$ cat src/hw/nric_map.svh
/*
 Constants for the NAND reset and identification controller: APB register
 offsets, field positions, reset values, command codes and timing counts.
 Assumes inclusion by its bare name from the controller's design files.
*/
`ifndef NRIC_MAP_SVH
`define NRIC_MAP_SVH

// APB register offsets (byte addresses)
`define NRIC_CTRL_OFS      12'h000
`define NRIC_STAT_OFS      12'h004
`define NRIC_DATA_OFS      12'h008
`define NRIC_COL_OFS       12'h00C
`define NRIC_ID0_OFS       12'h010
`define NRIC_ID1_OFS       12'h014
// Control fields
`define NRIC_CTRL_GO_BIT   0
`define NRIC_CTRL_OP_LSB   1
`define NRIC_CTRL_CNT_LSB  8
// Status fields
`define NRIC_STAT_BUSY_BIT 0
`define NRIC_STAT_DONE_BIT 1
`define NRIC_STAT_INIT_BIT 2
`define NRIC_STAT_ERR_BIT  3
`define NRIC_STAT_RB_BIT   4
// Command codes and address cycles
`define NRIC_CMD_RESET     8'hFF
`define NRIC_CMD_ID        8'h90
`define NRIC_CMD_PARAM     8'hEC
`define NRIC_CMD_STATUS    8'h70
`define NRIC_CMD_READ      8'h00
`define NRIC_CMD_RND1      8'h05
`define NRIC_CMD_RND2      8'hE0
`define NRIC_ADDR_ID       8'h00
`define NRIC_ADDR_ONFI     8'h20
// Expected identifier fixed fields
`define NRIC_ID2_VAL       8'h90
`define NRIC_ID4_VAL       8'h04
// Status after reset, by write-protect level
`define NRIC_SR_WP_HI      8'hE0
`define NRIC_SR_WP_LO      8'h60
// Timing
`define NRIC_CLK_MHZ       50
`define NRIC_RST_MAX_US    1000
`define NRIC_RST_MAX_CYC   (`NRIC_RST_MAX_US * `NRIC_CLK_MHZ)
`define NRIC_STROBE_CYC    4
`define NRIC_PP_LEN        256

`endif

$ cat src/hw/nric_pkg.sv
/*
 Types for the NAND reset and identification controller.
 Assumes nothing beyond a SystemVerilog compiler.
*/
package nric_pkg;
   typedef enum logic [1:0] {
      NRIC_OP_RESET = 2'b00,
      NRIC_OP_ID    = 2'b01,
      NRIC_OP_ONFI  = 2'b10,
      NRIC_OP_PARAM = 2'b11
   } nric_op_t;
   typedef enum logic [1:0] {
      NRIC_CYC_CMD  = 2'b00,
      NRIC_CYC_ADDR = 2'b01,
      NRIC_CYC_READ = 2'b10
   } nric_cyc_t;
endpackage

$ cat src/hw/nric_cyc_if.sv
/*
 Bus-cycle request carrier between the controller sequencer and the
 pin driver. Assumes both ends on the same clock.
*/
`timescale 1ns/1ps
interface nric_cyc_if;
   import nric_pkg::*;
   logic       req;
   nric_cyc_t  kind;
   logic [7:0] wdata;
   logic       ack;
   logic [7:0] rdata;
   modport seq (output req, output kind, output wdata, input ack, input rdata);
   modport drv (input req, input kind, input wdata, output ack, output rdata);
endinterface

$ cat src/hw/nric_pin_drv.sv
/*
 Pin driver: turns one command, address or read cycle into strobe pulses.
 Assumes the NAND pins have settled timing at 20 ns per clock; read data
 is sampled at the end of the read-enable low phase.
*/
`timescale 1ns/1ps
`include "nric_map.svh"
module nric_pin_drv
   import nric_pkg::*;
#(
   parameter int STROBE_CYC = `NRIC_STROBE_CYC
)(
   input  wire logic  pclk,
   input  wire logic  presetn,
   nric_cyc_if.drv    cyc,
   output logic       nand_cle,
   output logic       nand_ale,
   output logic       nand_we_n,
   output logic       nand_re_n,
   output logic [7:0] nand_io_o,
   output logic       nand_io_oe_n,
   input  wire logic [7:0] nand_io_i
);
   logic [3:0] cnt_reg;
   logic       act_reg;
   logic [7:0] rd_reg;

   // Phase counter: low half then high half of the strobe
   always_ff @(posedge pclk or negedge presetn) begin
      if (!presetn) begin
         cnt_reg <= 4'h0;
         act_reg <= 1'b0;
      end else if (!act_reg && cyc.req) begin
         act_reg <= 1'b1;
         cnt_reg <= 4'h0;
      end else if (act_reg) begin
         if (cnt_reg == 4'(2 * STROBE_CYC - 1)) begin
            act_reg <= 1'b0;
         end
         cnt_reg <= cnt_reg + 4'h1;
      end
   end

   // Pin levels, all from flip-flops
   always_ff @(posedge pclk or negedge presetn) begin
      if (!presetn) begin
         nand_cle     <= 1'b0;
         nand_ale     <= 1'b0;
         nand_we_n    <= 1'b1;
         nand_re_n    <= 1'b1;
         nand_io_o    <= 8'h00;
         nand_io_oe_n <= 1'b1;
         rd_reg       <= 8'h00;
      end else if (!act_reg && cyc.req) begin
         nand_cle     <= (cyc.kind == NRIC_CYC_CMD);
         nand_ale     <= (cyc.kind == NRIC_CYC_ADDR);
         nand_we_n    <= (cyc.kind == NRIC_CYC_READ);
         nand_re_n    <= (cyc.kind != NRIC_CYC_READ);
         nand_io_o    <= cyc.wdata;
         nand_io_oe_n <= (cyc.kind == NRIC_CYC_READ);
      end else if (act_reg && cnt_reg == 4'(STROBE_CYC - 1)) begin
         if (!nand_re_n) begin
            rd_reg <= nand_io_i;
         end
         nand_we_n <= 1'b1;
         nand_re_n <= 1'b1;
      end else if (!act_reg) begin
         nand_cle     <= 1'b0;
         nand_ale     <= 1'b0;
         nand_io_oe_n <= 1'b1;
      end
   end

   assign cyc.ack   = act_reg && (cnt_reg == 4'(2 * STROBE_CYC - 1));
   assign cyc.rdata = rd_reg;
endmodule

$ cat src/hw/nric_ctrl.sv
/*
 NAND reset and identification controller, host side.
 Software orders reset, identifier reads and parameter page reads over APB;
 the controller issues command, address and read cycles on the NAND pins.
 Assumes one NAND target on the pins and the ready/busy line pulled up.
*/
// Design decisions made here: the register offsets and the APB interface to the registers.
`timescale 1ns/1ps
`include "nric_map.svh"
module nric_ctrl
   import nric_pkg::*;
#(
   parameter int RST_MAX_CYC = `NRIC_RST_MAX_CYC,
   parameter int PP_LEN      = `NRIC_PP_LEN
)(
   input  wire logic        pclk,
   input  wire logic        presetn,
   input  wire logic        psel,
   input  wire logic        penable,
   input  wire logic        pwrite,
   input  wire logic [11:0] paddr,
   input  wire logic [31:0] pwdata,
   output logic [31:0]      prdata,
   output logic             pready,
   output logic             pslverr,
   output logic             nand_ce_n,
   output logic             nand_cle,
   output logic             nand_ale,
   output logic             nand_we_n,
   output logic             nand_re_n,
   output logic             nand_wp_n,
   output logic [7:0]       nand_io_o,
   output logic             nand_io_oe_n,
   input  wire logic [7:0]  nand_io_i,
   input  wire logic        nand_rb_n
);
   typedef enum logic [3:0] {
      NRIC_IDLE  = 4'b0000,
      NRIC_CMD   = 4'b0001,
      NRIC_ADDR  = 4'b0010,
      NRIC_WBUSY = 4'b0011,
      NRIC_READ  = 4'b0100,
      NRIC_RCMD1 = 4'b0101,
      NRIC_RADDR = 4'b0110,
      NRIC_RCMD2 = 4'b0111,
      NRIC_WAIT  = 4'b1000
   } nric_state_t;

   nric_cyc_if cyc ();

   nric_state_t state_reg;
   nric_op_t    op_reg;
   logic [8:0]  left_reg;
   logic [7:0]  byte_reg;
   logic        byte_vld_reg;
   logic        busy_reg;
   logic        done_reg;
   logic        init_reg;
   logic        err_reg;
   logic [39:0] id_reg;
   logic [2:0]  id_idx_reg;
   logic [7:0]  col_reg;
   logic        col_pend_reg;
   logic [31:0] tmo_reg;
   logic [2:0]  rb_sync_reg;
   logic        rb_reg;
   logic        wr_go;
   logic        rd_data;
   logic        apb_acc;

   assign apb_acc = psel && penable;
   assign pready  = 1'b1;
   assign pslverr = 1'b0;
   assign wr_go   = apb_acc && pwrite && (paddr == `NRIC_CTRL_OFS)
                    && pwdata[`NRIC_CTRL_GO_BIT] && !busy_reg;
   assign rd_data = apb_acc && !pwrite && (paddr == `NRIC_DATA_OFS);
   assign nand_ce_n = 1'b0;
   assign nand_wp_n = 1'b1;

   // Ready/busy pin synchroniser; a level counts once stages two and three agree
   always_ff @(posedge pclk or negedge presetn) begin
      if (!presetn) begin
         rb_sync_reg <= 3'b111;
         rb_reg      <= 1'b1;
      end else begin
         rb_sync_reg <= {rb_sync_reg[1:0], nand_rb_n};
         if (rb_sync_reg[1] == rb_sync_reg[2]) begin
            rb_reg <= rb_sync_reg[2];
         end
      end
   end

   // APB read mux
   always_comb begin
      prdata = 32'h0000_0000;
      case (paddr)
         `NRIC_STAT_OFS: prdata = {27'h0, rb_reg, err_reg, init_reg, done_reg, busy_reg};
         `NRIC_DATA_OFS: prdata = {23'h0, byte_vld_reg, byte_reg};
         `NRIC_COL_OFS:  prdata = {24'h0, col_reg};
         `NRIC_ID0_OFS:  prdata = id_reg[31:0];
         `NRIC_ID1_OFS:  prdata = {24'h0, id_reg[39:32]};
         default:        prdata = 32'h0000_0000;
      endcase
   end

   // Column register for random data read; write arms a reposition
   always_ff @(posedge pclk or negedge presetn) begin
      if (!presetn) begin
         col_reg      <= 8'h00;
         col_pend_reg <= 1'b0;
      end else if (apb_acc && pwrite && paddr == `NRIC_COL_OFS) begin
         col_reg      <= pwdata[7:0];
         col_pend_reg <= 1'b1;
      end else if (state_reg == NRIC_RCMD1) begin
         col_pend_reg <= 1'b0;
      end
   end

   // Main sequencer
   always_ff @(posedge pclk or negedge presetn) begin
      if (!presetn) begin
         state_reg  <= NRIC_IDLE;
         op_reg     <= NRIC_OP_RESET;
         left_reg   <= 9'h000;
         busy_reg   <= 1'b0;
         done_reg   <= 1'b0;
         init_reg   <= 1'b0;
         err_reg    <= 1'b0;
         tmo_reg    <= 32'h0000_0000;
         id_idx_reg <= 3'h0;
      end else begin
         case (state_reg)
            NRIC_IDLE: begin
               if (wr_go) begin
                  op_reg   <= nric_op_t'(pwdata[`NRIC_CTRL_OP_LSB +: 2]);
                  left_reg <= pwdata[`NRIC_CTRL_CNT_LSB +: 9];
                  busy_reg <= 1'b1;
                  done_reg <= 1'b0;
                  err_reg  <= 1'b0;
                  // Nothing but reset before the first reset or while the target is busy
                  if ((!init_reg || !rb_reg) &&
                      pwdata[`NRIC_CTRL_OP_LSB +: 2] != 2'(NRIC_OP_RESET)) begin
                     busy_reg <= 1'b0;
                     err_reg  <= 1'b1;
                  end else begin
                     state_reg <= NRIC_CMD;
                  end
               end
            end
            NRIC_CMD: begin
               if (cyc.ack) begin
                  id_idx_reg <= 3'h0;
                  tmo_reg    <= 32'h0000_0000;
                  state_reg  <= (op_reg == NRIC_OP_RESET) ? NRIC_WBUSY : NRIC_ADDR;
               end
            end
            NRIC_ADDR: begin
               if (cyc.ack) begin
                  state_reg <= (op_reg == NRIC_OP_PARAM) ? NRIC_WBUSY : NRIC_READ;
               end
            end
            NRIC_WBUSY: begin
               // Wait more than eight cycles, then for ready/busy high
               tmo_reg <= tmo_reg + 32'h1;
               if (tmo_reg > 32'(RST_MAX_CYC) && op_reg == NRIC_OP_RESET) begin
                  err_reg   <= 1'b1;
                  busy_reg  <= 1'b0;
                  state_reg <= NRIC_IDLE;
               end else if (tmo_reg > 32'h8 && rb_reg) begin
                  if (op_reg == NRIC_OP_RESET) begin
                     init_reg  <= 1'b1;
                     done_reg  <= 1'b1;
                     busy_reg  <= 1'b0;
                     state_reg <= NRIC_IDLE;
                  end else begin
                     state_reg <= NRIC_READ;
                  end
               end
            end
            NRIC_READ: begin
               if (cyc.ack) begin
                  id_idx_reg <= id_idx_reg + 3'h1;
                  left_reg   <= left_reg - 9'h001;
                  state_reg  <= NRIC_WAIT;
               end
            end
            NRIC_WAIT: begin
               if (left_reg == 9'h000) begin
                  done_reg  <= 1'b1;
                  busy_reg  <= 1'b0;
                  state_reg <= NRIC_IDLE;
               end else if (op_reg == NRIC_OP_PARAM && col_pend_reg) begin
                  state_reg <= NRIC_RCMD1;
               end else if (!byte_vld_reg) begin
                  state_reg <= NRIC_READ;
               end
            end
            NRIC_RCMD1: if (cyc.ack) state_reg <= NRIC_RADDR;
            NRIC_RADDR: if (cyc.ack) state_reg <= NRIC_RCMD2;
            NRIC_RCMD2: if (cyc.ack) state_reg <= NRIC_WAIT;
            default: state_reg <= NRIC_IDLE;
         endcase
      end
   end

   // Byte handed to software; reading the data register frees it
   always_ff @(posedge pclk or negedge presetn) begin
      if (!presetn) begin
         byte_reg     <= 8'h00;
         byte_vld_reg <= 1'b0;
      end else if (state_reg == NRIC_READ && cyc.ack) begin
         byte_reg     <= cyc.rdata;
         byte_vld_reg <= 1'b1;
      end else if (rd_data || (state_reg == NRIC_CMD && op_reg == NRIC_OP_RESET)) begin
         byte_vld_reg <= 1'b0;
      end
   end

   // Identifier bytes captured in order; first five kept
   always_ff @(posedge pclk or negedge presetn) begin
      if (!presetn) begin
         id_reg <= 40'h00_0000_0000;
      end else if (state_reg == NRIC_READ && cyc.ack && op_reg != NRIC_OP_PARAM
                   && id_idx_reg < 3'h5) begin
         id_reg[id_idx_reg*8 +: 8] <= cyc.rdata;
      end
   end

   // Cycle requests to the pin driver
   always_comb begin
      cyc.req   = 1'b0;
      cyc.kind  = NRIC_CYC_CMD;
      cyc.wdata = 8'h00;
      case (state_reg)
         NRIC_CMD: begin
            cyc.req = 1'b1;
            case (op_reg)
               NRIC_OP_RESET: cyc.wdata = `NRIC_CMD_RESET;
               NRIC_OP_PARAM: cyc.wdata = `NRIC_CMD_PARAM;
               default:       cyc.wdata = `NRIC_CMD_ID;
            endcase
         end
         NRIC_ADDR: begin
            cyc.req   = 1'b1;
            cyc.kind  = NRIC_CYC_ADDR;
            cyc.wdata = (op_reg == NRIC_OP_ONFI) ? `NRIC_ADDR_ONFI : `NRIC_ADDR_ID;
         end
         NRIC_READ: begin
            cyc.req  = 1'b1;
            cyc.kind = NRIC_CYC_READ;
         end
         NRIC_RCMD1: begin
            cyc.req   = 1'b1;
            cyc.wdata = `NRIC_CMD_RND1;
         end
         NRIC_RADDR: begin
            cyc.req   = 1'b1;
            cyc.kind  = NRIC_CYC_ADDR;
            cyc.wdata = col_reg;
         end
         NRIC_RCMD2: begin
            cyc.req   = 1'b1;
            cyc.wdata = `NRIC_CMD_RND2;
         end
         default: cyc.req = 1'b0;
      endcase
   end

   nric_pin_drv u_drv (
      .pclk         (pclk),
      .presetn      (presetn),
      .cyc          (cyc.drv),
      .nand_cle     (nand_cle),
      .nand_ale     (nand_ale),
      .nand_we_n    (nand_we_n),
      .nand_re_n    (nand_re_n),
      .nand_io_o    (nand_io_o),
      .nand_io_oe_n (nand_io_oe_n),
      .nand_io_i    (nand_io_i)
   );

   // Checks
   property p_no_cmd_before_init;
      @(posedge pclk) disable iff (!presetn)
      (state_reg == NRIC_IDLE && $past(state_reg) == NRIC_IDLE) ##1
      (state_reg == NRIC_CMD && op_reg != NRIC_OP_RESET) |-> init_reg;
   endproperty
   a_no_cmd_before_init: assert property (p_no_cmd_before_init) else $error("command before reset");

   property p_reset_sets_init;
      @(posedge pclk) disable iff (!presetn)
      (state_reg == NRIC_WBUSY && op_reg == NRIC_OP_RESET && rb_reg && tmo_reg > 32'h8
       && tmo_reg <= 32'(RST_MAX_CYC)) |=> (init_reg && done_reg && !busy_reg);
   endproperty
   a_reset_sets_init: assert property (p_reset_sets_init) else $error("reset end not seen");

   property p_timeout_err;
      @(posedge pclk) disable iff (!presetn)
      (state_reg == NRIC_WBUSY && op_reg == NRIC_OP_RESET && tmo_reg > 32'(RST_MAX_CYC))
      |=> (err_reg && state_reg == NRIC_IDLE);
   endproperty
   a_timeout_err: assert property (p_timeout_err) else $error("reset timeout missed");

   property p_id_addr;
      @(posedge pclk) disable iff (!presetn)
      (state_reg == NRIC_ADDR && op_reg == NRIC_OP_ONFI) |-> cyc.wdata == `NRIC_ADDR_ONFI;
   endproperty
   a_id_addr: assert property (p_id_addr) else $error("wrong signature address");

   property p_param_busy;
      @(posedge pclk) disable iff (!presetn)
      (state_reg == NRIC_ADDR && cyc.ack && op_reg == NRIC_OP_PARAM) |=> state_reg == NRIC_WBUSY;
   endproperty
   a_param_busy: assert property (p_param_busy) else $error("no busy wait");

   property p_byte_count;
      @(posedge pclk) disable iff (!presetn)
      (state_reg == NRIC_READ && cyc.ack) |=> left_reg == $past(left_reg) - 9'h001;
   endproperty
   a_byte_count: assert property (p_byte_count) else $error("byte count slip");

   property p_cmd_code;
      @(posedge pclk) disable iff (!presetn)
      (state_reg == NRIC_CMD && op_reg == NRIC_OP_PARAM) |-> cyc.wdata == `NRIC_CMD_PARAM;
   endproperty
   a_cmd_code: assert property (p_cmd_code) else $error("wrong parameter code");

   property p_rnd_seq;
      @(posedge pclk) disable iff (!presetn)
      (state_reg == NRIC_RCMD1 && cyc.ack) |=> state_reg == NRIC_RADDR;
   endproperty
   a_rnd_seq: assert property (p_rnd_seq) else $error("random read order");
endmodule

$ cat config.mk
export PLATFORM = sky130hd
export DESIGN_NAME = nric_ctrl
export DESIGN_NICKNAME = d
export VERILOG_FILES = /design/src/hw/nric_pkg.sv /design/src/hw/nric_cyc_if.sv /design/src/hw/nric_pin_drv.sv /design/src/hw/nric_ctrl.sv
export VERILOG_INCLUDE_DIRS = /design/src /design/src/hw
export SDC_FILE = /design/constraint.sdc
export NUM_CORES = 1
export LEC_CHECK = 0
export ABC_AREA = 1
export BUFFER_PORTS_ARGS = -buffer_cell sky130_fd_sc_hd__buf_2
export CAP_MARGIN = 20
export CORE_ASPECT_RATIO = 0.6
export CORE_MARGIN = 5
export CORE_UTILIZATION = 36
export CTS_CLUSTER_DIAMETER = 40
export DETAILED_ROUTE_END_ITERATION = 10
export SLEW_MARGIN = 10
export SYNTH_ARGS = -nofsm -noshare
export SYNTH_HDL_FRONTEND = slang
export SYNTH_SLANG_ARGS = --single-unit
export TNS_END_PERCENT = 20
$ cat constraint.sdc
create_clock -name pclk -period 1.8 [get_ports pclk]
set_input_delay 0.36 -clock pclk [delete_from_list [all_inputs] [get_ports pclk]]
set_output_delay 0.36 -clock pclk [all_outputs]
set_load 0.005 [all_outputs]
# ---- Word-level counts from Yosys, hierarchy flattened
# Cells that the tools add are included.
dict set report totals {
  register_bits 142
  output_inout_bits 49
  word_cells 200
}
dict set report op_classes {
  addsub 5
  magnitude_cmp 3
  eq_ne 40
  shift 2
  n_mux 67
  bitwise 3
  n_reduce_logical 55
}
# op count
set op_table {}
lappend op_table {{one-hot mux 32 bit (5 select lines)} 1}
lappend op_table {{one-hot mux 32 bit (2 select lines)} 1}
lappend op_table {{2-to-1 mux 4 bit} 14}
lappend op_table {{bitwise mux 40 bit} 1}
lappend op_table {{one-hot mux 8 bit (5 select lines)} 1}
lappend op_table {{variable shift 8 x 34 -> 40 bit, first input constant} 1}
lappend op_table {{indexed part select 8 x 34 -> 40 bit} 1}
lappend op_table {{negator 6 -> 34 bit} 1}
lappend op_table {{2-to-1 mux 1 bit} 33}
lappend op_table {{adder 32 x 1 -> 32 bit, second input constant} 1}
lappend op_table {{greater-than comparator 32 x 16 -> 1 bit, second input constant} 1}
lappend op_table {{greater-than comparator 32 x 4 -> 1 bit, second input constant} 1}
lappend op_table {{2-to-1 mux 32 bit} 1}
lappend op_table {{one-hot mux 4 bit (8 select lines)} 1}
lappend op_table {{inequality test 2 bit, second input constant} 15}
lappend op_table {{equality test 12 x 4 -> 1 bit, second input constant} 2}
lappend op_table {{equality test 12 x 5 -> 1 bit, second input constant} 2}
lappend op_table {{equality test 4 x 3 -> 1 bit, second input constant} 5}
lappend op_table {{logical AND 1 bit} 19}
lappend op_table {{2-to-1 mux 9 bit} 2}
lappend op_table {{one-hot mux 9 bit (2 select lines)} 1}
lappend op_table {{nonzero test 2 bit} 9}
lappend op_table {{one-hot mux 7 bit (2 select lines)} 1}
lappend op_table {{equality test 12 x 3 -> 1 bit, second input constant} 1}
lappend op_table {{other kinds (35)} 59}

# ---- Logic depth before layout (Yosys ltp)
dict set report depth {
  depth_word 7
  mapped_depth 15
  mapped_depth_nobuf 15
}

# ---- Cells and area by module
# From an unflattened synthesis, not the netlist that was laid out.
dict set report hier_totals {
  hier_cells 1032
  hier_area_um2 7817.5
}
# mod instances cells_each area_per_inst_um2 seq_area_each_um2
set by_module_without_submodules {}
lappend by_module_without_submodules {nric_ctrl 1 907 6656.4 2907.8}
lappend by_module_without_submodules {nric_pin_drv 1 125 1161.1 654.4}

# ---- Worst setup path before layout
# No wires, ideal clock.
dict set report synth_path {
  path_kind {register to register}
  start {register id_idx_reg[0]}
  end {register id_reg[39]}
  arrival_time_ns 1.861
  t_required_ns 1.676
  slack_ns -0.186
  path_stages_with_launch 9
  path_buffers 0
  cell_sequence {dfrtp_1 -> inv_2 -> ha_1 -> ha_1 -> inv_1 -> nor2_1 -> nand4_2 -> nor2_1 -> a21oi_1}
}
dict set report synth_via {
  elab_chain_len 3
  elab_cells_between_ends 6
  cone_classes {add/sub: 1; order compare: 1; shift: 2; mux: 1; reduce/logical: 1}
}
# item line
set synth_rtl {}
lappend synth_rtl {{start: declaration} nric_ctrl.sv:61} ;# logic [2:0] id_idx_reg;
lappend synth_rtl {{start signal: assignment} nric_ctrl.sv:182} ;# id_idx_reg <= id_idx_reg + 3'h1;
lappend synth_rtl {{negator 6 -> 34 bit} nric_ctrl.sv:225} ;# id_reg[id_idx_reg*8 +: 8] <= cyc.rdata;
lappend synth_rtl {{indexed part select 8 x 34 -> 40 bit or variable shift 8 x 34 -> 40 bit (tied branches)} nric_ctrl.sv:225}
lappend synth_rtl {{bitwise mux 40 bit} nric_ctrl.sv:225}
lappend synth_rtl {{end signal: indexed assignment} nric_ctrl.sv:225}
lappend synth_rtl {{end: declaration} nric_ctrl.sv:60} ;# logic [39:0] id_reg;
# Several ways; a longest one is shown, not always the timed one.
# A chain may end at the register's enable or synchronous reset.

# ---- Final worst setup path
dict set report layout_path {
  start {input paddr[1]}
  end {output prdata[1]}
}
dict set report layout_via {
  elab_chain_len 2
  elab_cells_between_ends 6
  cone_classes {eq/ne: 5; mux: 1}
}
# item line
set layout_rtl {}
lappend layout_rtl {{start: declaration} nric_ctrl.sv:21} ;# input wire logic [11:0] paddr,
lappend layout_rtl {{equality test 12 x 5 -> 1 bit, or another cell as far along} nric_ctrl.sv:96} ;# case (paddr)
lappend layout_rtl {{one-hot mux 32 bit (5 select lines) *} nric_ctrl.sv:96}
lappend layout_rtl {{end: declaration} nric_ctrl.sv:23} ;# output logic [31:0] prdata,
# Mark *: on every way between the ends. The rest lies on a longest branch, timed or not.

==> flow_metrics.tcl <==
set metrics [dict create \
    outcome "complete, but fails checks" \
    violations "negative setup slack" \
    vias 7572 \
    async_flop_share_pct 100.0 \
    fin_setup_tns_ns -0.9714 \
    worstSkewPairLatency_ns 0.43 \
    io_pins 107 \
    fin_ws_ns -0.09849 \
    cp_slowest_stage_delay_ns 0.16 \
    drt_iter0_drc 632 \
    maxSlewHeadroom_pct 62.30 \
    start_util_pct 36.65 \
    max_cap_violations 0 \
    gp_congestion 0.8764 \
    yosys_most_used_dff "dfrtp_1" \
    die_w_um 198.9 \
    final_area_um2 10550 \
    critPathBufInv 5 \
    fin_crit_ns 1.898 \
    synth_most_common_cell "nand2_1" \
    p_int_uw 7345 \
    die_h_um 123.4 \
    dieArea_um2 24540 \
    critPathLaunchType "input pin" \
    ctsRootBufferMaster "clkbuf_16" \
    syn_area_per_cell_um2 7.470 \
    cts.clk_slew.worst_paths_ns 0.07 \
    period_share_pct 105.5 \
    layout.nets 1303 \
    synth_top_area_share_pct 43.82 \
    synth_common_cells "nand2_1 (259), nor2_1 (139), inv_1 (138)" \
    pwr-share-seq_pct 35.5 \
    pwr_density_cell_nw_per_um2 1111 \
    required_ns 1.44 \
    drtPass1Iterations 5 \
    antenna_found_initial 0 \
    postRouteAntennaNets 0 \
    drt_wl_total_um 23730 \
    grt_max_degree 47 \
    area_growth_pct 36.89 \
    drc 0 \
    netlist_area_um2 7709 \
    power.switching_uw 4382 \
    yosys_warnings 0 \
    antenna_cells 0 \
    rows 41 \
    endpoint_kind "primary output" \
    min_path_type "in2reg" \
    synth-edff-count 0 \
    hold_violations 0 \
    drt-vias-per-instance 4.959 \
    post-place-ws_ns -0.2351 \
    hpwl_um 17690 \
    htree_levels 4 \
    leakage_uw 0.005035 \
    drive_gt1_share_pct 31.17 \
    overflow 0 \
    clkSinkCount 142 \
    synth_seq_cells 142 \
    placedInstanceArea_um2 9239 \
    yosysUniqueCellTypes 50 \
    drt-wirelength-per-cell_um 15.54 \
    grt_setup_unrepaired "yes" \
    cts_tree "yes" \
    cp_slowest_cell "buf_2" \
    io_buffers 87 \
    power_switching_share_pct 37.37 \
    numCtsBuffers 17 \
    peakVddDrop_mv 0.8332 \
    tightestPinTransition_ns 0.5635 \
    hold_ws_ns 0.02584 \
    critical_path_class "in2out" \
    synth.area.top_cells "dfrtp_1 (44%), nand2_1 (13%), nor2_1 (6.8%), inv_1 (6.7%), nand3_1 (5.6%)" \
    cp.arrival_ns 1.54 \
    core_area_um2 21030 \
    grt_pass1_wl_um 37390 \
    crit_family "buffers and inverters" \
    comb_power_share_pct 34.6 \
    yosysSeqAreaShare_pct 46.21 \
    maxSlewViolCount 0 \
    pwr-share-clk_pct 29.9 \
    skew_ns 0.01263 \
    critPathMaxFanout 5 \
    first_global_vias 6960 \
    synth_largest_area_cell "dfrtp_1" \
    path_cells "buf_6, nor2_4, nand2_4, buf_6, nor2_4, nand3_4, inv_4, nand2_2, o21ai_2, inv_1, o2111ai_2, buf_2" \
    setup_viol 21 \
    cts_max_path_buffers 2 \
    largest_register_ffs 40 \
    grt_use_total_pct 19.42 \
    synthCells 1032 \
    fmax_ghz 0.5267 \
]
[routing by layer]
| layer | vias to the layer above | wire length (µm) | GRT usage [%] |
|---|---|---|---|
| li1 | 3731 | - | - |
| met1 | 3591 | 12590 | 32.62 |
| met2 | 238 | 8992 | 24.17 |
| met3 | 12 | 1977 | 5.283 |
| met4 | 0 | 174 | 3.202 |
| met5 | - | 0 | 0 |
[cell families (layout without fill, tap and decap cells)]
| kind of cell | after synthesis | in the layout | share of synthesized area (%) |
|---|---|---|---|
| adders and majority gates | 11 | 11 | 1.753 |
| AOI/OAI and AO/OA | 158 | 158 | 11.77 |
| DFF | 142 | 142 | 46.21 |
| xor gates and xnor gates | 6 | 6 | 0.6818 |
| other | 2 | 4 | 0.09742 |
| muxes | 2 | 2 | 0.2597 |
| and+or+nand+nor | 539 | 540 | 30.14 |
| buffers and inverters | 172 | 385 | 9.090 |
[power groups by stage]
stage / Combinational [µW] / Clock [µW] / Sequential (µW)
global route: 4490 / 3710 / 4230
finish: 4050 / 3510 / 4160
CTS: 3640 / 3560 / 4120
global placement: 3470 / 0 / 4160
floorplan: 1940 / 0 / 4120
detailed placement: 3500 / 0 / 4160
[area by class of cell]
type,instances,area [µm²]
fillers,2065,10480
flip-flops and latches,142,3566
clock buffers,18,429.2
repair buffers,206,1494
multi-input cells,721,3996
well taps,279,349.1
clock inverters,14,145.1
inverters,147,573.1
[layout by cell type, fill, tap and decap left out, drive strengths merged, types with 2 or more instances in the layout]
cell      netlist  final
nand2         262    262
o22ai          11     11
clkbuf         10     18
inv           145    153
clkinv          2      3
dfrtp         135    135
a32o            2      2
nand3          89     89
buf            15    205
xnor2           3      3
or2             3      3
nor4            4      4
o21ai          92     92
conb            2      4
nor3           17     17
a31oi           3      3
a21oi          32     32
ha             10     10
mux2i           2      2
o211ai          3      3
o21a            2      2
nor2          149    149
dfstp           7      7
o31ai           5      5
nand3b          4      4
nand4          10     11
clkinvlp        0      4
o2111ai         4      4
xor2            3      3
[worst paths after layout]
kind | from | end | slack [ns] | cells past startpoint
min in group asynchronous | presetn | u_drv.nand_io_o[4] | 0.38 | 2
worst min register to register | rb_sync_reg[1] | rb_sync_reg[2] | 0.37 | 0
worst max register to register | id_idx_reg[1] | id_reg[19] | -0.08 | 8
worst max-delay path | paddr[1] | prdata[1] | -0.1 | 12
max in group asynchronous | presetn | rb_reg | 0.84 | 3
worst min-delay path | nand_rb_n | rb_sync_reg[0] | 0.03 | 1
[repair_timing]
item / CTS / global route
resized for setup: 59 / 129
endpoints found under the hold margin: 18 / 0
pin swaps: 18 / 33
endpoints found under the setup margin: 70 / 109
hold buffers: 1 / 0
setup buffers: 2 / 9
cloned: 0 / 1
[per-stage QoR]
step                std cells  total power [µW]  utilization [%]
floorplan                1034              6052                -
global route             1527             12440            50.17
detailed placement       1482              7666            43.93
CTS                      1517             11320            47.76
global placement         1482              7624            43.93
finish                   1527             11730            50.17
No activity file was read; power rests on OpenSTA's default activity.
